### src/core/cuesup_map.vh
`ifndef CUESUP_MAP_VH
`define CUESUP_MAP_VH
// Status word error codes
`define CUESUP_CODE_NONE      8'h00
`define CUESUP_CODE_SETTING   8'h02
`define CUESUP_CODE_ALLOC     8'h15
`define CUESUP_CODE_WDT       8'h0e
`define CUESUP_CODE_HOSTCOMM  8'h0c
`define CUESUP_CODE_HOSTRUN   8'h0d
// Status word field layout
`define CUESUP_STAT_CODE_LSB  0
`define CUESUP_STAT_FATAL_BIT 8
`define CUESUP_STAT_NONF_BIT  9
`define CUESUP_STAT_WDT_BIT   10
// Timing, clock 10 MHz
`define CUESUP_CLK_HZ         10000000
`define CUESUP_STEP_MS        500
`define CUESUP_MAX_MS         5000
`define CUESUP_HOST_WAIT_S    120
`define CUESUP_FLASH_MS       250
`define CUESUP_STEP_CYC       ((`CUESUP_CLK_HZ / 1000) * `CUESUP_STEP_MS)
`define CUESUP_FLASH_CYC      ((`CUESUP_CLK_HZ / 1000) * `CUESUP_FLASH_MS)
`define CUESUP_MAX_STEPS      (`CUESUP_MAX_MS / `CUESUP_STEP_MS)
`define CUESUP_HOST_STEPS     ((`CUESUP_HOST_WAIT_S * 1000) / `CUESUP_STEP_MS)
`define CUESUP_WRITE_RETRIES  2
// Reset values
`define CUESUP_RST_TMO        4'h0
`define CUESUP_RST_ADDR       16'h0000
`endif

### src/core/cuesup_top.v
`timescale 1ns/100ps
// Contract
// RQ1: Command bits and variable-type areas are used live each scan, no restart needed.
// RQ2: Setting errors are non-fatal, cleared only by stop-to-run.
// RQ3: Allocation overrun is fatal and latched; cleared by power or stop-to-run.
// RQ4: Component response timeout set in 500 ms steps, at most 5.0 s.
// RQ5: Timeout setting 0 gives the default 500 ms.
// RQ6: Fatal error lights lamp steady; non-fatal error flashes it.
// RQ7: No host contact at start-up is fatal, cleared only by power.
// RQ8: Host link fault after start-up is fatal, cleared only by power.
// RQ9: Write blocked by host run mode is fatal, cleared only by power.
// RQ10: Watchdog timeout is fatal, shown in status word, latched until power.
// RQ11: Allocation overrun writes code 15 to the status word.
// RQ12: Component fault is non-fatal and clears itself when the fault ends.
// RQ13: Bad setting writes code 02 and the bad word address.
// RQ14: Component fault details go to the matching response monitor area.
// RQ15: Host program clears write request after writing, to spare nonvolatile wear.
// RQ16: Host program selects volatile or backup mode during one scan only.
// RQ17: Configuration words take effect only on stop-to-run.
// RQ18: Keep retrying host contact; fatal after 2 minutes without answer.
// RQ19: Retry mode change and rewrite twice before declaring fatal.
// RQ20: Lamp off with no error; fatal outranks non-fatal.
`include "cuesup_map.vh"
module cuesup_top (
    input  wire        clk_sys,        // 10 MHz system clock
    input  wire        rst,            // Power-up reset, sync, active high
    input  wire        scan_tick,      // One pulse per scan cycle
    input  wire        run_ctl,        // Run control digit, 1 = run
    input  wire [3:0]  cfg_timeout,    // Timeout setting, 500 ms steps
    input  wire [15:0] cmd_bits,       // Read/write command bits, live
    input  wire        host_ack,       // Host answered a contact attempt
    input  wire        host_comm_err,  // Host link fault pulse
    input  wire        write_fail,     // Host write refused, host in run
    input  wire        wdt_expired,    // Internal watchdog timeout pulse
    input  wire        alloc_overrun,  // Memory allocation beyond boundary
    input  wire        setting_err,    // Invalid setting found
    input  wire [15:0] setting_addr,   // Word address of invalid setting
    input  wire        comp_req,       // Component request sent
    input  wire        comp_resp,      // Component answer received
    input  wire        comp_err,       // Component frame error pulse
    input  wire [4:0]  comp_index,     // Component being polled
    input  wire [7:0]  comp_err_code,  // Detail code of component fault
    output reg  [15:0] status_word,    // Unit status word
    output reg  [15:0] bad_setting_address_word, // Offending setting address
    output reg  [15:0] active_cmd_bits,  // Command bits in use this scan
    output reg  [3:0]  active_timeout,   // Timeout latched at stop-to-run
    output reg         retry_write,      // Request a mode change and rewrite
    output reg         mon_we,           // Response monitor write strobe
    output reg  [4:0]  mon_index,        // Response monitor component index
    output reg  [7:0]  mon_code,         // Response monitor detail code
    output reg         host_ready,       // Host contact established
    output reg         comp_fault,       // Component fault active
    output wire        fatal_err,        // Fatal class active
    output wire        nonfatal_err,     // Non-fatal class active
    output wire        err_lamp          // Error lamp drive
);
    // ****************************************
    // Registers
    // ****************************************
    reg        run_d_reg;
    reg        wdt_reg, alloc_reg, host_fail_reg, hostrun_reg, setting_reg;
    reg [1:0]  retry_cnt_reg;
    reg [22:0] step_cnt_reg;
    reg [7:0]  host_steps_reg;
    reg [3:0]  comp_steps_reg;
    reg        comp_wait_reg;
    reg [21:0] flash_cnt_reg;
    reg        flash_reg;

    wire run_rise = run_ctl & ~run_d_reg;
    wire step_tick = (step_cnt_reg == `CUESUP_STEP_CYC - 1);

    // Timeout in steps; setting 0 and 1 both mean one step
    function [3:0] tmo_steps;
        input [3:0] set;
        reg   [31:0] cap;
        begin
            cap = `CUESUP_MAX_STEPS;
            if (set == 4'h0)
                tmo_steps = 4'h1;
            else if (set > cap)
                tmo_steps = cap[3:0];
            else
                tmo_steps = set;
        end
    endfunction

    // Watch expiry; a new request restarts the watch instead
    wire comp_tmo = !comp_req && comp_wait_reg && step_tick &&
                    (comp_steps_reg == tmo_steps(active_timeout) - 4'h1);

    assign fatal_err    = wdt_reg | alloc_reg | host_fail_reg | hostrun_reg;
    assign nonfatal_err = setting_reg | comp_fault;
    // RQ6 RQ20 lamp class priority
    assign err_lamp = fatal_err ? 1'b1 : (nonfatal_err ? flash_reg : 1'b0);

    // ****************************************
    // Step and flash timers
    // ****************************************
    always @(posedge clk_sys) begin
        if (rst) begin
            step_cnt_reg  <= 23'h0;
            flash_cnt_reg <= 22'h0;
            flash_reg     <= 1'b0;
            run_d_reg     <= 1'b0;
        end else begin
            run_d_reg <= run_ctl;
            step_cnt_reg <= step_tick ? 23'h0 : step_cnt_reg + 23'h1;
            if (flash_cnt_reg == `CUESUP_FLASH_CYC - 1) begin
                flash_cnt_reg <= 22'h0;
                flash_reg     <= ~flash_reg;
            end else begin
                flash_cnt_reg <= flash_cnt_reg + 22'h1;
            end
        end
    end

    // ****************************************
    // Configuration and live command bits
    // ****************************************
    always @(posedge clk_sys) begin
        if (rst) begin
            active_timeout  <= `CUESUP_RST_TMO;
            active_cmd_bits <= 16'h0000;
        end else begin
            // RQ17 latch on stop-to-run
            if (run_rise)
                active_timeout <= cfg_timeout;
            // RQ1 re-read each scan
            if (scan_tick)
                active_cmd_bits <= run_ctl ? cmd_bits : 16'h0000;
        end
    end

    // ****************************************
    // Host contact and fatal latches
    // ****************************************
    always @(posedge clk_sys) begin
        if (rst) begin
            host_ready     <= 1'b0;
            host_steps_reg <= 8'h0;
            host_fail_reg  <= 1'b0;
            hostrun_reg    <= 1'b0;
            wdt_reg        <= 1'b0;
            alloc_reg      <= 1'b0;
            retry_cnt_reg  <= 2'h0;
            retry_write    <= 1'b0;
        end else begin
            retry_write <= 1'b0;
            // RQ18 give up after two minutes
            if (!host_ready && !host_fail_reg) begin
                if (host_ack)
                    host_ready <= 1'b1;
                else if (step_tick) begin
                    if (host_steps_reg == `CUESUP_HOST_STEPS - 1)
                        // RQ7 no contact is fatal
                        host_fail_reg <= 1'b1;
                    else
                        host_steps_reg <= host_steps_reg + 8'h1;
                end
            end
            // RQ8 link fault after start
            if (host_ready && host_comm_err)
                host_fail_reg <= 1'b1;
            // RQ19 two retries first
            if (write_fail && !hostrun_reg) begin
                if (retry_cnt_reg == `CUESUP_WRITE_RETRIES)
                    // RQ9 blocked write fatal
                    hostrun_reg <= 1'b1;
                else begin
                    retry_cnt_reg <= retry_cnt_reg + 2'h1;
                    retry_write   <= 1'b1;
                end
            end
            // RQ10 watchdog latched
            if (wdt_expired)
                wdt_reg <= 1'b1;
            // RQ3 overrun held; set wins over restart clear
            if (alloc_overrun)
                alloc_reg <= 1'b1;
            else if (run_rise)
                alloc_reg <= 1'b0;
        end
    end

    // ****************************************
    // Non-fatal errors
    // ****************************************
    always @(posedge clk_sys) begin
        if (rst) begin
            setting_reg              <= 1'b0;
            bad_setting_address_word <= `CUESUP_RST_ADDR;
            comp_fault               <= 1'b0;
            comp_wait_reg            <= 1'b0;
            comp_steps_reg           <= 4'h0;
            mon_we                   <= 1'b0;
            mon_index                <= 5'h0;
            mon_code                 <= 8'h00;
        end else begin
            mon_we <= 1'b0;
            // RQ2 RQ13 held until restart
            if (setting_err) begin
                setting_reg              <= 1'b1;
                bad_setting_address_word <= setting_addr;
            end else if (run_rise)
                setting_reg <= 1'b0;
            // RQ4 RQ5 response watch
            if (comp_req) begin
                comp_wait_reg  <= 1'b1;
                comp_steps_reg <= 4'h0;
            end else if (comp_tmo) begin
                comp_wait_reg <= 1'b0;
                comp_fault    <= 1'b1;
                mon_we        <= 1'b1;
                mon_index     <= comp_index;
                mon_code      <= 8'hff;
            end else if (comp_wait_reg && step_tick) begin
                comp_steps_reg <= comp_steps_reg + 4'h1;
            end
            // RQ12 RQ14 fault self-clears; a same-cycle timeout wins
            if (comp_err) begin
                comp_fault <= 1'b1;
                mon_we     <= 1'b1;
                mon_index  <= comp_index;
                mon_code   <= comp_err_code;
            end else if (comp_resp && !comp_tmo) begin
                comp_wait_reg <= 1'b0;
                comp_fault    <= 1'b0;
            end
        end
    end

    // ****************************************
    // Status word
    // ****************************************
    always @(posedge clk_sys) begin
        if (rst)
            status_word <= 16'h0000;
        else begin
            status_word <= 16'h0000;
            status_word[`CUESUP_STAT_FATAL_BIT] <= fatal_err;
            status_word[`CUESUP_STAT_NONF_BIT]  <= nonfatal_err;
            // RQ10 watchdog flag
            status_word[`CUESUP_STAT_WDT_BIT]   <= wdt_reg;
            // RQ11 RQ13 error codes
            if (alloc_reg)
                status_word[7:0] <= `CUESUP_CODE_ALLOC;
            else if (wdt_reg)
                status_word[7:0] <= `CUESUP_CODE_WDT;
            else if (hostrun_reg)
                status_word[7:0] <= `CUESUP_CODE_HOSTRUN;
            else if (host_fail_reg)
                status_word[7:0] <= `CUESUP_CODE_HOSTCOMM;
            else if (setting_reg)
                status_word[7:0] <= `CUESUP_CODE_SETTING;
        end
    end
endmodule // cuesup_top

### config.mk
export PLATFORM = sky130hd
export DESIGN_NAME = cuesup_top
export DESIGN_NICKNAME = d
export VERILOG_FILES = /design/src/core/cuesup_top.v
export VERILOG_INCLUDE_DIRS = /design/src /design/src/core
export SDC_FILE = /design/constraint.sdc
export NUM_CORES = 1
export LEC_CHECK = 0
export BUFFER_PORTS_ARGS = -buffer_cell sky130_fd_sc_hd__buf_2
export CAP_MARGIN = 20
export CORE_AREA = 3 3 104 106
export CTS_CLUSTER_SIZE = 12
export DETAILED_ROUTE_END_ITERATION = 10
export DIE_AREA = 0 0 107 109
export PLACE_DENSITY = 0.88
export SETUP_SLACK_MARGIN = 0.02
export SLEW_MARGIN = 20
export SYNTH_ARGS = -nofsm -noshare
export SYNTH_HDL_FRONTEND = slang
export SYNTH_SLANG_ARGS = --single-unit
### constraint.sdc
create_clock -name clk_sys -period 2.9 [get_ports clk_sys]
set_clock_uncertainty 0.15 [all_clocks]
set_input_delay 0.145 -clock clk_sys [delete_from_list [all_inputs] [get_ports clk_sys]]
set_output_delay 0.145 -clock clk_sys [all_outputs]
set_load 0.01 [all_outputs]
# == Word level (Yosys, flattened, before mapping) ==
# Cells that the tools add are included.
# word_totals
register_bits,136
in_bits,62
out_inout_bits,72
elab_cells,124
# op_classes
n_addsub,6
magnitude_cmp,1
eq_ne,8
muxes,36
n_bitwise,12
reduce_logical,35
# ops
operator,count
$mux 8,3
$add 23x1->23 const B,1
$eq 23x23->1 const B,1
$add 22x1->22 const B,1
$eq 22x22->1 const B,1
$mux 1,22
$mux 4,5
$mux 5,4
$mux 16,1
$reduce_and 2->1,6
$reduce_bool 2->1,6
$reduce_or 2->1,5
$add 8x1->8 const B,1
$eq 8x8->1 const B,1
$logic_and 1x1->1,8
$reduce_and 4->1,2
$not 1->1,7
$logic_not 1->1,5
$reduce_or 5->1,1
$add 4x1->4 const B,1
$eq 4x4->1,1
$gt 4x4->1 const B,1
$logic_not 4->1,1
$ne 2x1->1 const B,2
8 further kinds,11

# == Logic depth before layout (Yosys ltp) ==
# Gate-level depths: netlist (run 1).
# depth
ltp_word,10
mapped_depth,10
depth_no_buf,9

# == Worst setup path before layout (run 1) ==
# No wires, ideal clock.
# synth_timing
kind,reg-to-reg
startpoint,register active_timeout[2]
endpoint,register mon_index[0]
setup_ps,136
arrival_ps,2197
required_time_ps,2614
setup_slack_ps,416
stages_incl_launch_ff,10
path_buffers,0
synth_period_minus_slack_ps,2484
cell_sequence,dfxtp_1 > nor2_1 > maj3_1 > inv_1 > ha_1 > xnor2_1 > xnor2_1 > nor4_2 > a41oi_2 > mux2i_1
# synth_via
elab_chain_cells,8
word_cells_on_any_way,9
cone_classes,add/sub (1); order compare (1); eq/ne (1); mux (2); reduce/logical (4)
# synth_lines
item,line,source
from (decl),cuesup_top.v:46,"output reg [3:0] active_timeout,"
from (signal assigned),cuesup_top.v:123,active_timeout <= `CUESUP_RST_TMO;
from (signal assigned),cuesup_top.v:128,active_timeout <= cfg_timeout;
$gt 4x4->1,cuesup_top.v:81,else if (set > cap)
$mux 4,cuesup_top.v:81,
$mux 4 (*),cuesup_top.v:79,if (set == 4'h0)
$sub 4x1->4 (*),cuesup_top.v:90,(comp_steps_reg == tmo_steps(active_timeout) - 4'h1);
$eq 4x4->1 (*),cuesup_top.v:90,
$logic_and 1x1->1 (*),cuesup_top.v:89,wire comp_tmo = !comp_req && comp_wait_reg && step_tick &&
$reduce_bool 2->1 (no line) (*),-,
$reduce_and 2->1 (no line) (*),-,
to (signal assigned),cuesup_top.v:215,mon_index <= comp_index;
to (signal assigned),cuesup_top.v:224,mon_index <= comp_index;
to (decl),cuesup_top.v:49,"output reg [4:0] mon_index,"
# Mark *: on every way between the ends. The rest lies on a longest branch, timed or not.
# A chain may end at the register's enable or synchronous reset.

# == Final worst setup path (run 1) ==
# layout_timing
startpoint,register active_timeout[3]
endpoint,register mon_code[1]
# layout_via
elab_chain_cells,8
word_cells_on_any_way,9
cone_classes,add/sub (1); order compare (1); eq/ne (1); mux (2); reduce/logical (4)
# layout_lines
item,line,source
$gt 4x4->1,cuesup_top.v:81,
$mux 4,cuesup_top.v:81,
$mux 4 (*),cuesup_top.v:79,
$sub 4x1->4 (*),cuesup_top.v:90,
$eq 4x4->1 (*),cuesup_top.v:90,
$logic_and 1x1->1 (*),cuesup_top.v:89,
$reduce_bool 2->1 (no line) (*),-,
$reduce_and 2->1 (no line) (*),-,
to (signal assigned),cuesup_top.v:225,mon_code <= comp_err_code;
to (decl),cuesup_top.v:50,"output reg [7:0] mon_code,"
# Marked as above.

==> results of run 1 <==
-- tightest hold or removal path, delay by kind of cell --
kind / cells / cell delay [ns]
buffers and inverters: 1 / 0.22
AOI/OAI and AO/OA: 1 / 0.06
and+or+nand+nor: 2 / 0.26
-- through the flow --
stage / area, sq um / cells / hold slack [ns] / power (uW)
floorplan: 5310 / 600 / 0.0825 / 2110
global placement: 5970 / 829 / 0.183 / 2230
detailed placement: 5970 / 829 / 0.204 / 2240
CTS: 7530 / 949 / 0.00680 / 4700
global route: 7530 / 950 / 0.0555 / 4880
finish: 7530 / 950 / 0.0485 / 4780
-- power groups by stage --
stage               combinational (uW)  clock (uW)  sequential [uW]
floorplan                          183           0             1930
global placement                   323           0             1900
detailed placement                 337           0             1910
CTS                                435        2390             1870
global route                       506        2490             1880
finish                             472        2430             1880
-- cells in the final DEF (no fill, tap or decap), types with 6 or more instances in the layout --
cell type / netlist / layout
sky130_fd_sc_hd__nand2b_1: 10 / 10
sky130_fd_sc_hd__nand3_1: 20 / 20
sky130_fd_sc_hd__xnor2_1: 35 / 35
sky130_fd_sc_hd__bufinv_16: 0 / 6
sky130_fd_sc_hd__and2_1: 6 / 6
sky130_fd_sc_hd__dfxtp_1: 128 / 128
sky130_fd_sc_hd__or3_1: 9 / 9
sky130_fd_sc_hd__mux2i_1: 26 / 26
sky130_fd_sc_hd__and4_1: 6 / 6
sky130_fd_sc_hd__buf_2: 1 / 125
sky130_fd_sc_hd__nand4_1: 7 / 7
sky130_fd_sc_hd__nor3_1: 10 / 10
sky130_fd_sc_hd__nand2_1: 47 / 47
sky130_fd_sc_hd__clkbuf_16: 0 / 16
sky130_fd_sc_hd__inv_1: 14 / 14
sky130_fd_sc_hd__o21ai_0: 6 / 6
sky130_fd_sc_hd__a21oi_1: 40 / 40
sky130_fd_sc_hd__conb_1: 1 / 8
sky130_fd_sc_hd__nor2b_1: 22 / 22
sky130_fd_sc_hd__dlygate4sd3_1: 0 / 89
sky130_fd_sc_hd__o311a_1: 8 / 8
sky130_fd_sc_hd__nor2_1: 108 / 108
sky130_fd_sc_hd__ha_1: 6 / 6
sky130_fd_sc_hd__nor4_1: 10 / 10
sky130_fd_sc_hd__xor2_1: 14 / 14
-- worst paths after layout --
| path | from | to | cells past startpoint |
|---|---|---|---|
| setup / recovery | active_timeout[3] | mon_code[1] | 9 |
| hold reg to reg | step_cnt_reg[0] | step_cnt_reg[0] | 1 |
| setup reg to reg | active_timeout[3] | mon_code[1] | 9 |
| hold / removal | scan_tick | active_cmd_bits[14] | 4 |
-- layer usage --
layer,vias to the layer above,GRT usage (%)
met5,-,0
met4,0,20.4
met3,129,7.93
met2,369,57.1
met1,2558,34.5
li1,2414,-
-- cell type report --
cell class | instances | area, sq um
flip-flops and latches | 128 | 2560
repair buffers | 216 | 1530
multi-input cells | 427 | 2550
inverters | 14 | 52.6
fillers | 515 | 2330
diodes | 1 | 2.50
clock inverters | 11 | 209
clock buffers | 20 | 455
well taps | 133 | 166
-- cells by family after synthesis --
family	Yosys count
AO/OA/AOI/OAI	61
XOR/XNOR	49
adder cells (fa/ha/maj)	7
buffers and inverters	45
flip-flops	128
multiplexers	26
other	1
AND/OR/NAND/NOR	276
-- Yosys cell counts, types with 3 or more instances --
| master | number |
|---|---|
| sky130_fd_sc_hd__dfxtp_1 | 128 |
| sky130_fd_sc_hd__nor2_1 | 108 |
| sky130_fd_sc_hd__nand2_1 | 47 |
| sky130_fd_sc_hd__a21oi_1 | 40 |
| sky130_fd_sc_hd__xnor2_1 | 35 |
| sky130_fd_sc_hd__mux2i_1 | 26 |
| sky130_fd_sc_hd__clkbuf_1 | 22 |
| sky130_fd_sc_hd__nor2b_1 | 22 |
| sky130_fd_sc_hd__nand3_1 | 20 |
| sky130_fd_sc_hd__inv_1 | 14 |
| sky130_fd_sc_hd__xor2_1 | 14 |
| sky130_fd_sc_hd__nand2b_1 | 10 |
| sky130_fd_sc_hd__nor3_1 | 10 |
| sky130_fd_sc_hd__nor4_1 | 10 |
| sky130_fd_sc_hd__or3_1 | 9 |
| sky130_fd_sc_hd__buf_4 | 8 |
| sky130_fd_sc_hd__o311a_1 | 8 |
| sky130_fd_sc_hd__nand4_1 | 7 |
| sky130_fd_sc_hd__and2_1 | 6 |
| sky130_fd_sc_hd__and4_1 | 6 |
| sky130_fd_sc_hd__ha_1 | 6 |
| sky130_fd_sc_hd__o21ai_0 | 6 |
| sky130_fd_sc_hd__and3_1 | 5 |
| sky130_fd_sc_hd__nor4b_1 | 3 |
| sky130_fd_sc_hd__or2_2 | 3 |
==> flow_summary.ini, run 1 <==
[run_status]
outcome = complete, no violations

[pwr]
ir_drop_mv = 0.436
share_clk_of_total_power_pct = 50.8
switchingPower_uw = 1090
power.share.sequential_pct = 39.3
share_comb_of_total_power_pct = 9.9
power_per_unit_of_standard_cell_area_mw_per_mm2 = 635
cellLeakagePower_uw = 0.00317
internal_power_uw = 3690
p_sw_share_pct = 22.9

[yosys]
synth_area_per_cell_sq_um = 8.92
asyncSetResetFlopFracSynth_pct = 0
register_area_share_after_synthesis_pct = 48.5
synth_compound_area_share_pct = 7.08
synthAdderAreaFrac_pct = 1.61
synthesis_stage_register_bit_count = 128
yosysTopAreaCell = sky130_fd_sc_hd__dfxtp_1
synth.area.mux_share_pct = 4.92
synth.lib_cells_used.distinct = 41
synth_xor_xnor_area_share_pct = 8.12
postSynth.topFlopCell = sky130_fd_sc_hd__dfxtp_1
syn_area_sq_mm = 0.00529
synth-edff-count = 0
synth_top_area_share_pct = 48.5
synth.area.top_cells = sky130_fd_sc_hd__dfxtp_1 (48%), sky130_fd_sc_hd__nor2_1 (7.7%), sky130_fd_sc_hd__xnor2_1 (5.8%)
synthesized_instance_count = 593
synth-simple-area-share_pct = 26.0
yosysWarningCount = 0
synth_top_family_by_area = simple AND/OR/NAND/NOR gates

[floorplanning]
die_height_microns = 109
ios = 134
fp.dieW_microns = 107
coreArea_sq_mm = 0.00986
start_util_pct = 53.6
floorplan.die_area_sq_mm = 0.0117
std_cell_rows = 36

[clocking]
tritoncts_clock_tree = built
cts_hold_repair.buffers = 89
cts_root_buf = sky130_fd_sc_hd__clkbuf_8
clk_transition_reported_paths_ns = 0.06
htree_num_levels = 4
cts-buffers-inserted = 17
cts_resized = 0
clock-sinks = 128
clock_path_buffers = 2
clkLatencyLatePin_ns = 0.53
post-cts-setup-buffer-count = 0

[drt]
final_antenna_net_count = 0
met3WireLength_mm = 1.29
avgRoutedWirePerCell_microns = 19.3
viasPerCell = 5.76
dr.max_layer_used = met4
routed-via-count = 5470
drt_iter0_drc = 487
post-route-drc-count = 0
wirelength_mm = 18.3
routed-wl-met2_mm = 9.27
number_of_detailed_route_iterations_in_the_first_pass = 6
route.layer.met1.wl_mm = 6.52

[worst_setup_path]
critical_path.cell_chain = inv_1, maj3_1, inv_1, ha_1, xnor2_1, xnor2_1, nor4_2, and4_1, o311a_1
worst-endpoint-arrival_ns = 3.04
worst-r2r-setup-slack_ns = 0.17
critPathSlowestCell = sky130_fd_sc_hd__and4_1
worst-path-buf-inv = 2
end_kind = flop
critical_path_peak_fanout = 8
critical_path.startpoint_type = flop
worst_ep_required_time_ns = 3.22
max_stage_delay_ns = 0.47
crit_family = simple AND/OR/NAND/NOR gates
timing.setup.critical_path_class = flop to flop

[place]
dp_hpwl_mm = 8.96
numPortBuffers = 125
setup_slack_after_placement_ns = 0.383
gp_congestion = 0.871

[timing]
finalMaxSlewViolations = 0
max_slew.worst_pin.slew_ns = 0.784
fin_setup_tns_ns = 0
slew_headroom_pct = 47.8
timing_hold_violations_final = 0
setup_ws_ns = 0.174
setup-violations-final = 0
fin_crit_ns = 2.73
max_clock_freq_ghz = 0.367
setup_repair_after_global_routing_missed_its_margin = no
final_min_period_over_clock_period_pct = 94.0

[final_layout]
finalNetCount = 872
syn_to_final_growth_pct = 42.4
finish.utilization_pct = 76.3
largest_register_ffs = 23
drive_gt1_share_pct = 20.3

[global_route]
grt_pass1_wl_mm = 28.9
antenna_found_initial = 1
global_route.overflow_total = 0
grt_start_max_net_pins = 39
grt_util_all_layers_pct = 32.3
grt_pass1_vias = 5625

[hold_path]
worstHoldPathType = primary input to flop

[run]
maxCapViolCount = 0
Power figures use the tool's default switching activity.
==> inputs of run 2 (changes only) <==
==> constraint.sdc (replaced) <==
create_clock -name clk_sys -period 2.9 [get_ports clk_sys]
set_clock_uncertainty 0.15 [all_clocks]
set_input_delay 0.58 -clock clk_sys [delete_from_list [all_inputs] [get_ports clk_sys]]
set_output_delay 0.58 -clock clk_sys [all_outputs]
set_load 0.01 [all_outputs]
==> flow_summary.ini, run 2 (synthesis gave the netlist of run 1 again) <==
[global_route]
global_route.overflow_total = 0
antenna_found_initial = 0
grt_start_max_net_pins = 43
grt_pass1_wl_mm = 21.0
grt_util_all_layers_pct = 22.5
grt_pass1_vias = 4612

[timing]
final_min_period_over_clock_period_pct = 91.0
fin_crit_ns = 2.64
timing_hold_violations_final = 0
fin_worst_hold_slack_ns = 0.123
max_clock_freq_ghz = 0.379
max_slew.worst_pin.slew_ns = 0.622
slew_headroom_pct = 58.2
finalMaxSlewViolations = 0
setup_repair_after_global_routing_missed_its_margin = no
fin_setup_tns_ns = 0
setup-violations-final = 0

[drt]
drt_iter0_drc = 240
final_antenna_net_count = 0
post-route-drc-count = 0
number_of_detailed_route_iterations_in_the_first_pass = 5
wirelength_mm = 12.6
routed-via-count = 4555
avgRoutedWirePerCell_microns = 14.7
viasPerCell = 5.28

[final_layout]
drive_gt1_share_pct = 23.0
mostFrequentLayoutCell = sky130_fd_sc_hd__dfxtp_1
largest_register_ffs = 23
mostFrequentLayoutCells = sky130_fd_sc_hd__dfxtp_1 (128), sky130_fd_sc_hd__buf_2 (125), sky130_fd_sc_hd__nor2_1 (108)
syn_to_final_growth_pct = 24.4
antenna-diode-count = 0
finalNetCount = 784
fillCellCount = 736

[pwr]
finalPower_uw = 4320
cellLeakagePower_uw = 0.00279
ir_drop_mv = 0.420
power_per_unit_of_standard_cell_area_mw_per_mm2 = 656

[worst_setup_path]
worst_ep_required_time_ns = 3.19
critical_path.startpoint_type = flop
reg2reg_to = mon_index[3]
timing.setup.critical_path_class = flop to flop
worst-endpoint-arrival_ns = 2.93
critical_path_peak_fanout = 8
worst-r2r-setup-slack_ns = 0.26
worst_r2r_startpoint = active_timeout[1]
worst-r2r-cell-count = 10
end_kind = flop

[floorplanning]
start_util_pct = 53.6
floorplan.die_area_sq_mm = 0.0117
die_height_microns = 109
std_cell_rows = 36
coreArea_sq_mm = 0.00986
fp.dieW_microns = 107
ios = 134

[clocking]
post-cts-setup-buffer-count = 0
htree_num_levels = 4
clock-sinks = 128
clkLatencyLatePin_ns = 0.52
cts_resized = 0
cts_hold_repair.buffers = 0
clock_path_buffers = 2
clk_transition_reported_paths_ns = 0.06
cts-buffers-inserted = 17
cts_root_buf = sky130_fd_sc_hd__clkbuf_8
tritoncts_clock_tree = built

[hold_path]
worstHoldEndpoint = wdt_reg
worstHoldPathType = primary input to flop
worstHoldStart = wdt_expired
holdPathStages = 3

[place]
dp_hpwl_mm = 8.87
gp_congestion = 0.811
numPortBuffers = 125

[run]
maxCapViolCount = 0

[run_status]
outcome = complete, no violations
-- run 2: changes by cell type in the layout (fill, tap and decap cells not counted) --
cell | previous run | this run
sky130_fd_sc_hd__dlygate4sd3_1 | 89 | 0
sky130_fd_sc_hd__clkinvlp_4 | 0 | 5
sky130_fd_sc_hd__inv_6 | 0 | 2
sky130_fd_sc_hd__buf_4 | 2 | 3
sky130_fd_sc_hd__clkbuf_8 | 4 | 5
sky130_fd_sc_hd__bufinv_16 | 6 | 2
sky130_fd_sc_hd__clkinv_2 | 4 | 1
sky130_fd_sc_hd__diode_2 | 1 | 0
-- run 2: cell type report --
class | instances | area [sq um] | area share (%)
sequential | 128 | 2560 | 39.0
multi-input combinational | 427 | 2550 | 38.8
timing repair buffer | 128 | 648 | 9.85
clock buffer | 21 | 469 | 7.13
tap | 133 | 166 | 2.53
clock inverter | 11 | 129 | 1.96
inverter | 14 | 52.6 | 0.799
-- run 2: stage by stage --
stage / setup slack (ns) / std cells / instance area (sq um) / util (%)
floorplan: 0.416 / 600 / 5310 / -
global placement: 0.445 / 830 / 5980 / 60.6
detailed placement: 0.289 / 830 / 5980 / 60.6
CTS: 0.254 / 862 / 6580 / 66.7
global route: 0.135 / 862 / 6580 / 66.7
finish: 0.262 / 862 / 6580 / 66.7
-- run 2: worst max-delay path by stage --
stage | to | cells past startpoint | from | slack [ns]
after floorplan | mon_index[0] | 9 | active_timeout[2] | 0.42
after global placement | mon_index[3] | 10 | active_timeout[2] | 0.45
after detailed placement | mon_index[0] | 10 | active_timeout[2] | 0.29
after CTS | mon_index[3] | 10 | active_timeout[1] | 0.25
after global routing | mon_index[0] | 10 | active_timeout[1] | 0.14
final | mon_index[3] | 10 | active_timeout[1] | 0.26
-- run 2: critical path: stages, from the launching register on --
cell and delay, ns:
sky130_fd_sc_hd__dfxtp_1 0.41, sky130_fd_sc_hd__nor2_1 0.07, sky130_fd_sc_hd__maj3_1 0.39, sky130_fd_sc_hd__inv_1 0.07, sky130_fd_sc_hd__ha_1 0.17, sky130_fd_sc_hd__xnor2_1 0.15, sky130_fd_sc_hd__xnor2_1 0.16, sky130_fd_sc_hd__nor4_2 0.07
sky130_fd_sc_hd__buf_4 0.15, sky130_fd_sc_hd__a41oi_2 0.50, sky130_fd_sc_hd__mux2i_1 0.26
-- run 2: metal layers --
layer  global-route usage [%]  up-vias  routed length, microns
li1                         -     2240                       -
met1                     24.9     2134                    4900
met2                     41.0      152                    6750
met3                     5.92       29                     683
met4                     9.32        0                     299
met5                        0        -                       0
-- run 2: power by group --
group | total, uW | switching, uW | internal (uW)
logic | 341 | 193 | 148
registers | 1870 | 43.1 | 1830
clock network | 2100 | 786 | 1320
==> inputs of run 3 (changes only) <==
--- a/config.mk
+++ b/config.mk
@@ -8,11 +8,12 @@
 export LEC_CHECK = 0
 export BUFFER_PORTS_ARGS = -buffer_cell sky130_fd_sc_hd__buf_2
 export CAP_MARGIN = 20
-export CORE_AREA = 3 3 104 106
+export CORE_AREA = 3 3 89 125
 export CTS_CLUSTER_SIZE = 12
 export DETAILED_ROUTE_END_ITERATION = 10
-export DIE_AREA = 0 0 107 109
-export PLACE_DENSITY = 0.88
+export DIE_AREA = 0 0 92 128
+export PLACE_DENSITY = 0.87
+export RECOVER_POWER = 50
 export SETUP_SLACK_MARGIN = 0.02
 export SLEW_MARGIN = 20
 export SYNTH_ARGS = -nofsm -noshare
==> flow_summary.ini, run 3 (synthesis gave the netlist of run 1 again) <==
[run_status]
outcome = complete, no violations

[final_layout]
syn_to_final_growth_pct = 23.5
largest_register_ffs = 23
sequential_cell_area_sq_mm = 0.00256
final_area_sq_mm = 0.00653
post_layout_nonfiller_instances = 864
multi_input_comb_area_sq_mm = 0.00255
drive_gt1_share_pct = 17.0
mostFrequentLayoutCells = sky130_fd_sc_hd__dfxtp_1 (128), sky130_fd_sc_hd__nor2_1 (108), sky130_fd_sc_hd__buf_2 (81)
fillCellCount = 843
antenna-diode-count = 0
finalNetCount = 784
mostFrequentLayoutCell = sky130_fd_sc_hd__dfxtp_1

[worst_setup_path]
worst_setup_path_endpoint = mon_index[4]
reg2reg_to = mon_index[4]
critPathSlowestCell = sky130_fd_sc_hd__a41oi_2
worst_r2r_startpoint = active_timeout[2]
critical_path_peak_fanout = 8
max_stage_delay_ns = 0.49
critical_path.cell_chain = nor2_1, maj3_1, inv_1, ha_1, xnor2_1, xnor2_1, nor4_2, buf_4, a41oi_2, mux2i_1
worst-r2r-cell-count = 10
end_kind = flop
crit_top_cell = sky130_fd_sc_hd__xnor2_1
worst-r2r-setup-slack_ns = 0.30
worst_ep_required_time_ns = 3.08
worst-endpoint-arrival_ns = 2.78
worstSetupStartpoint = active_timeout[2]
timing.setup.critical_path_class = flop to flop
critical_path.startpoint_type = flop

[timing]
max_clock_freq_ghz = 0.384
fin_setup_tns_ns = 0
final_min_period_over_clock_period_pct = 89.8
setup_ws_ns = 0.296
timing_hold_violations_final = 0
setup_repair_after_global_routing_missed_its_margin = no
setup-violations-final = 0
max_slew.worst_pin.slew_ns = 1.01
fin_crit_ns = 2.60
finalMaxSlewViolations = 0
slew_headroom_pct = 32.5

[floorplanning]
start_util_pct = 52.8
coreArea_sq_mm = 0.0100
die_height_microns = 128
fp.dieW_microns = 92
ios = 134
std_cell_rows = 43
floorplan.die_area_sq_mm = 0.0118

[place]
placed_area_sq_mm = 0.00598
numPortBuffers = 125
gp_congestion = 0.873
dp_hpwl_mm = 9.00
setup_slack_after_placement_ns = 0.340
placed_cells_incl_taps = 832

[drt]
drt_iter0_drc = 205
post-route-drc-count = 0
number_of_detailed_route_iterations_in_the_first_pass = 5
routed-via-count = 4540
final_antenna_net_count = 0
wirelength_mm = 12.5
avgRoutedWirePerCell_microns = 14.5
viasPerCell = 5.25

[global_route]
grt_start_max_net_pins = 55
global_route.overflow_total = 0
grt_util_all_layers_pct = 22.2
antenna_found_initial = 0
grt_pass1_wl_mm = 21.1
grt_pass1_vias = 4578

[hold_path]
worstHoldPathType = primary input to flop
holdPathStages = 3
worstHoldStart = wdt_expired

[pwr]
ir_drop_mv = 0.438
cellLeakagePower_uw = 0.00261
power_per_unit_of_standard_cell_area_mw_per_mm2 = 666

[clocking]
clock-sinks = 128
clkLatencyLatePin_ns = 0.41
cts_resized = 0
cts-buffers-inserted = 17
cts_root_buf = sky130_fd_sc_hd__clkbuf_16
cts_hold_repair.buffers = 0
tritoncts_clock_tree = built
clock_path_buffers = 2
clk_transition_reported_paths_ns = 0.05
htree_num_levels = 4
post-cts-setup-buffer-count = 0

[run]
maxCapViolCount = 0
[run 3: changes by cell type in the layout (fill, tap and decap cells not counted), sizes merged]
cell	previous run	this run
clkinvlp	5	7
clkinv	2	4
clkbuf	21	63
inv	16	14
bufinv	2	3
buf	128	83
[run 3: cell type report]
type                            instances  share of cell area [%]
Clock buffer                           18                    6.72
Clock inverter                         14                    2.55
Inverter                               14                   0.805
Multi-Input combinational cell        427                    39.1
Sequential cell                       128                    39.2
Tap cell                              135                    2.59
Timing Repair Buffer                  128                    9.04
[run 3: how the worst min path moves through the flow]
stage,end
2_1_floorplan,flash_cnt_reg[0]
3_3_place_gp,flash_cnt_reg[0]
3_5_place_dp,flash_cnt_reg[0]
4_1_cts,wdt_reg
5_1_grt,comp_wait_reg
6_report,wdt_reg
[run 3: through the flow]
| step | hold slack, ns | power (uW) | utilization, % |
|---|---|---|---|
| 2_1_floorplan | 0.263 | 2110 | - |
| 5_1_grt | 0.235 | 4500 | 65.3 |
| 3_3_place_gp | 0.272 | 2230 | 59.8 |
| 4_1_cts | 0.210 | 4390 | 65.8 |
| 6_report | 0.225 | 4350 | 65.3 |
| 3_5_place_dp | 0.288 | 2250 | 59.8 |
[run 3: power breakdown]
| part | internal (uW) | total, uW | switching, uW |
|---|---|---|---|
| registers | 1830 | 1870 | 43.7 |
| clock network | 1370 | 2140 | 775 |
| logic | 140 | 332 | 192 |
[run 3: layer usage]
layer	track usage [%]	vias to the layer above	wire [microns]
li1	-	2232	-
met1	23.8	2172	4850
met2	40.2	107	6870
met3	5.93	29	461
met4	10.4	0	359
met5	0	-	0
[run 3: worst max-delay path, delay by kind of cell, from the launching register on]
| kind | cells | cell delay [ns] |
|---|---|---|
| fa+ha+maj | 2 | 0.55 |
| compound gates | 1 | 0.49 |
| flops | 1 | 0.41 |
| xor+xnor | 2 | 0.28 |
| mux | 1 | 0.28 |
| buf+inv | 2 | 0.23 |
| simple gates | 2 | 0.14 |
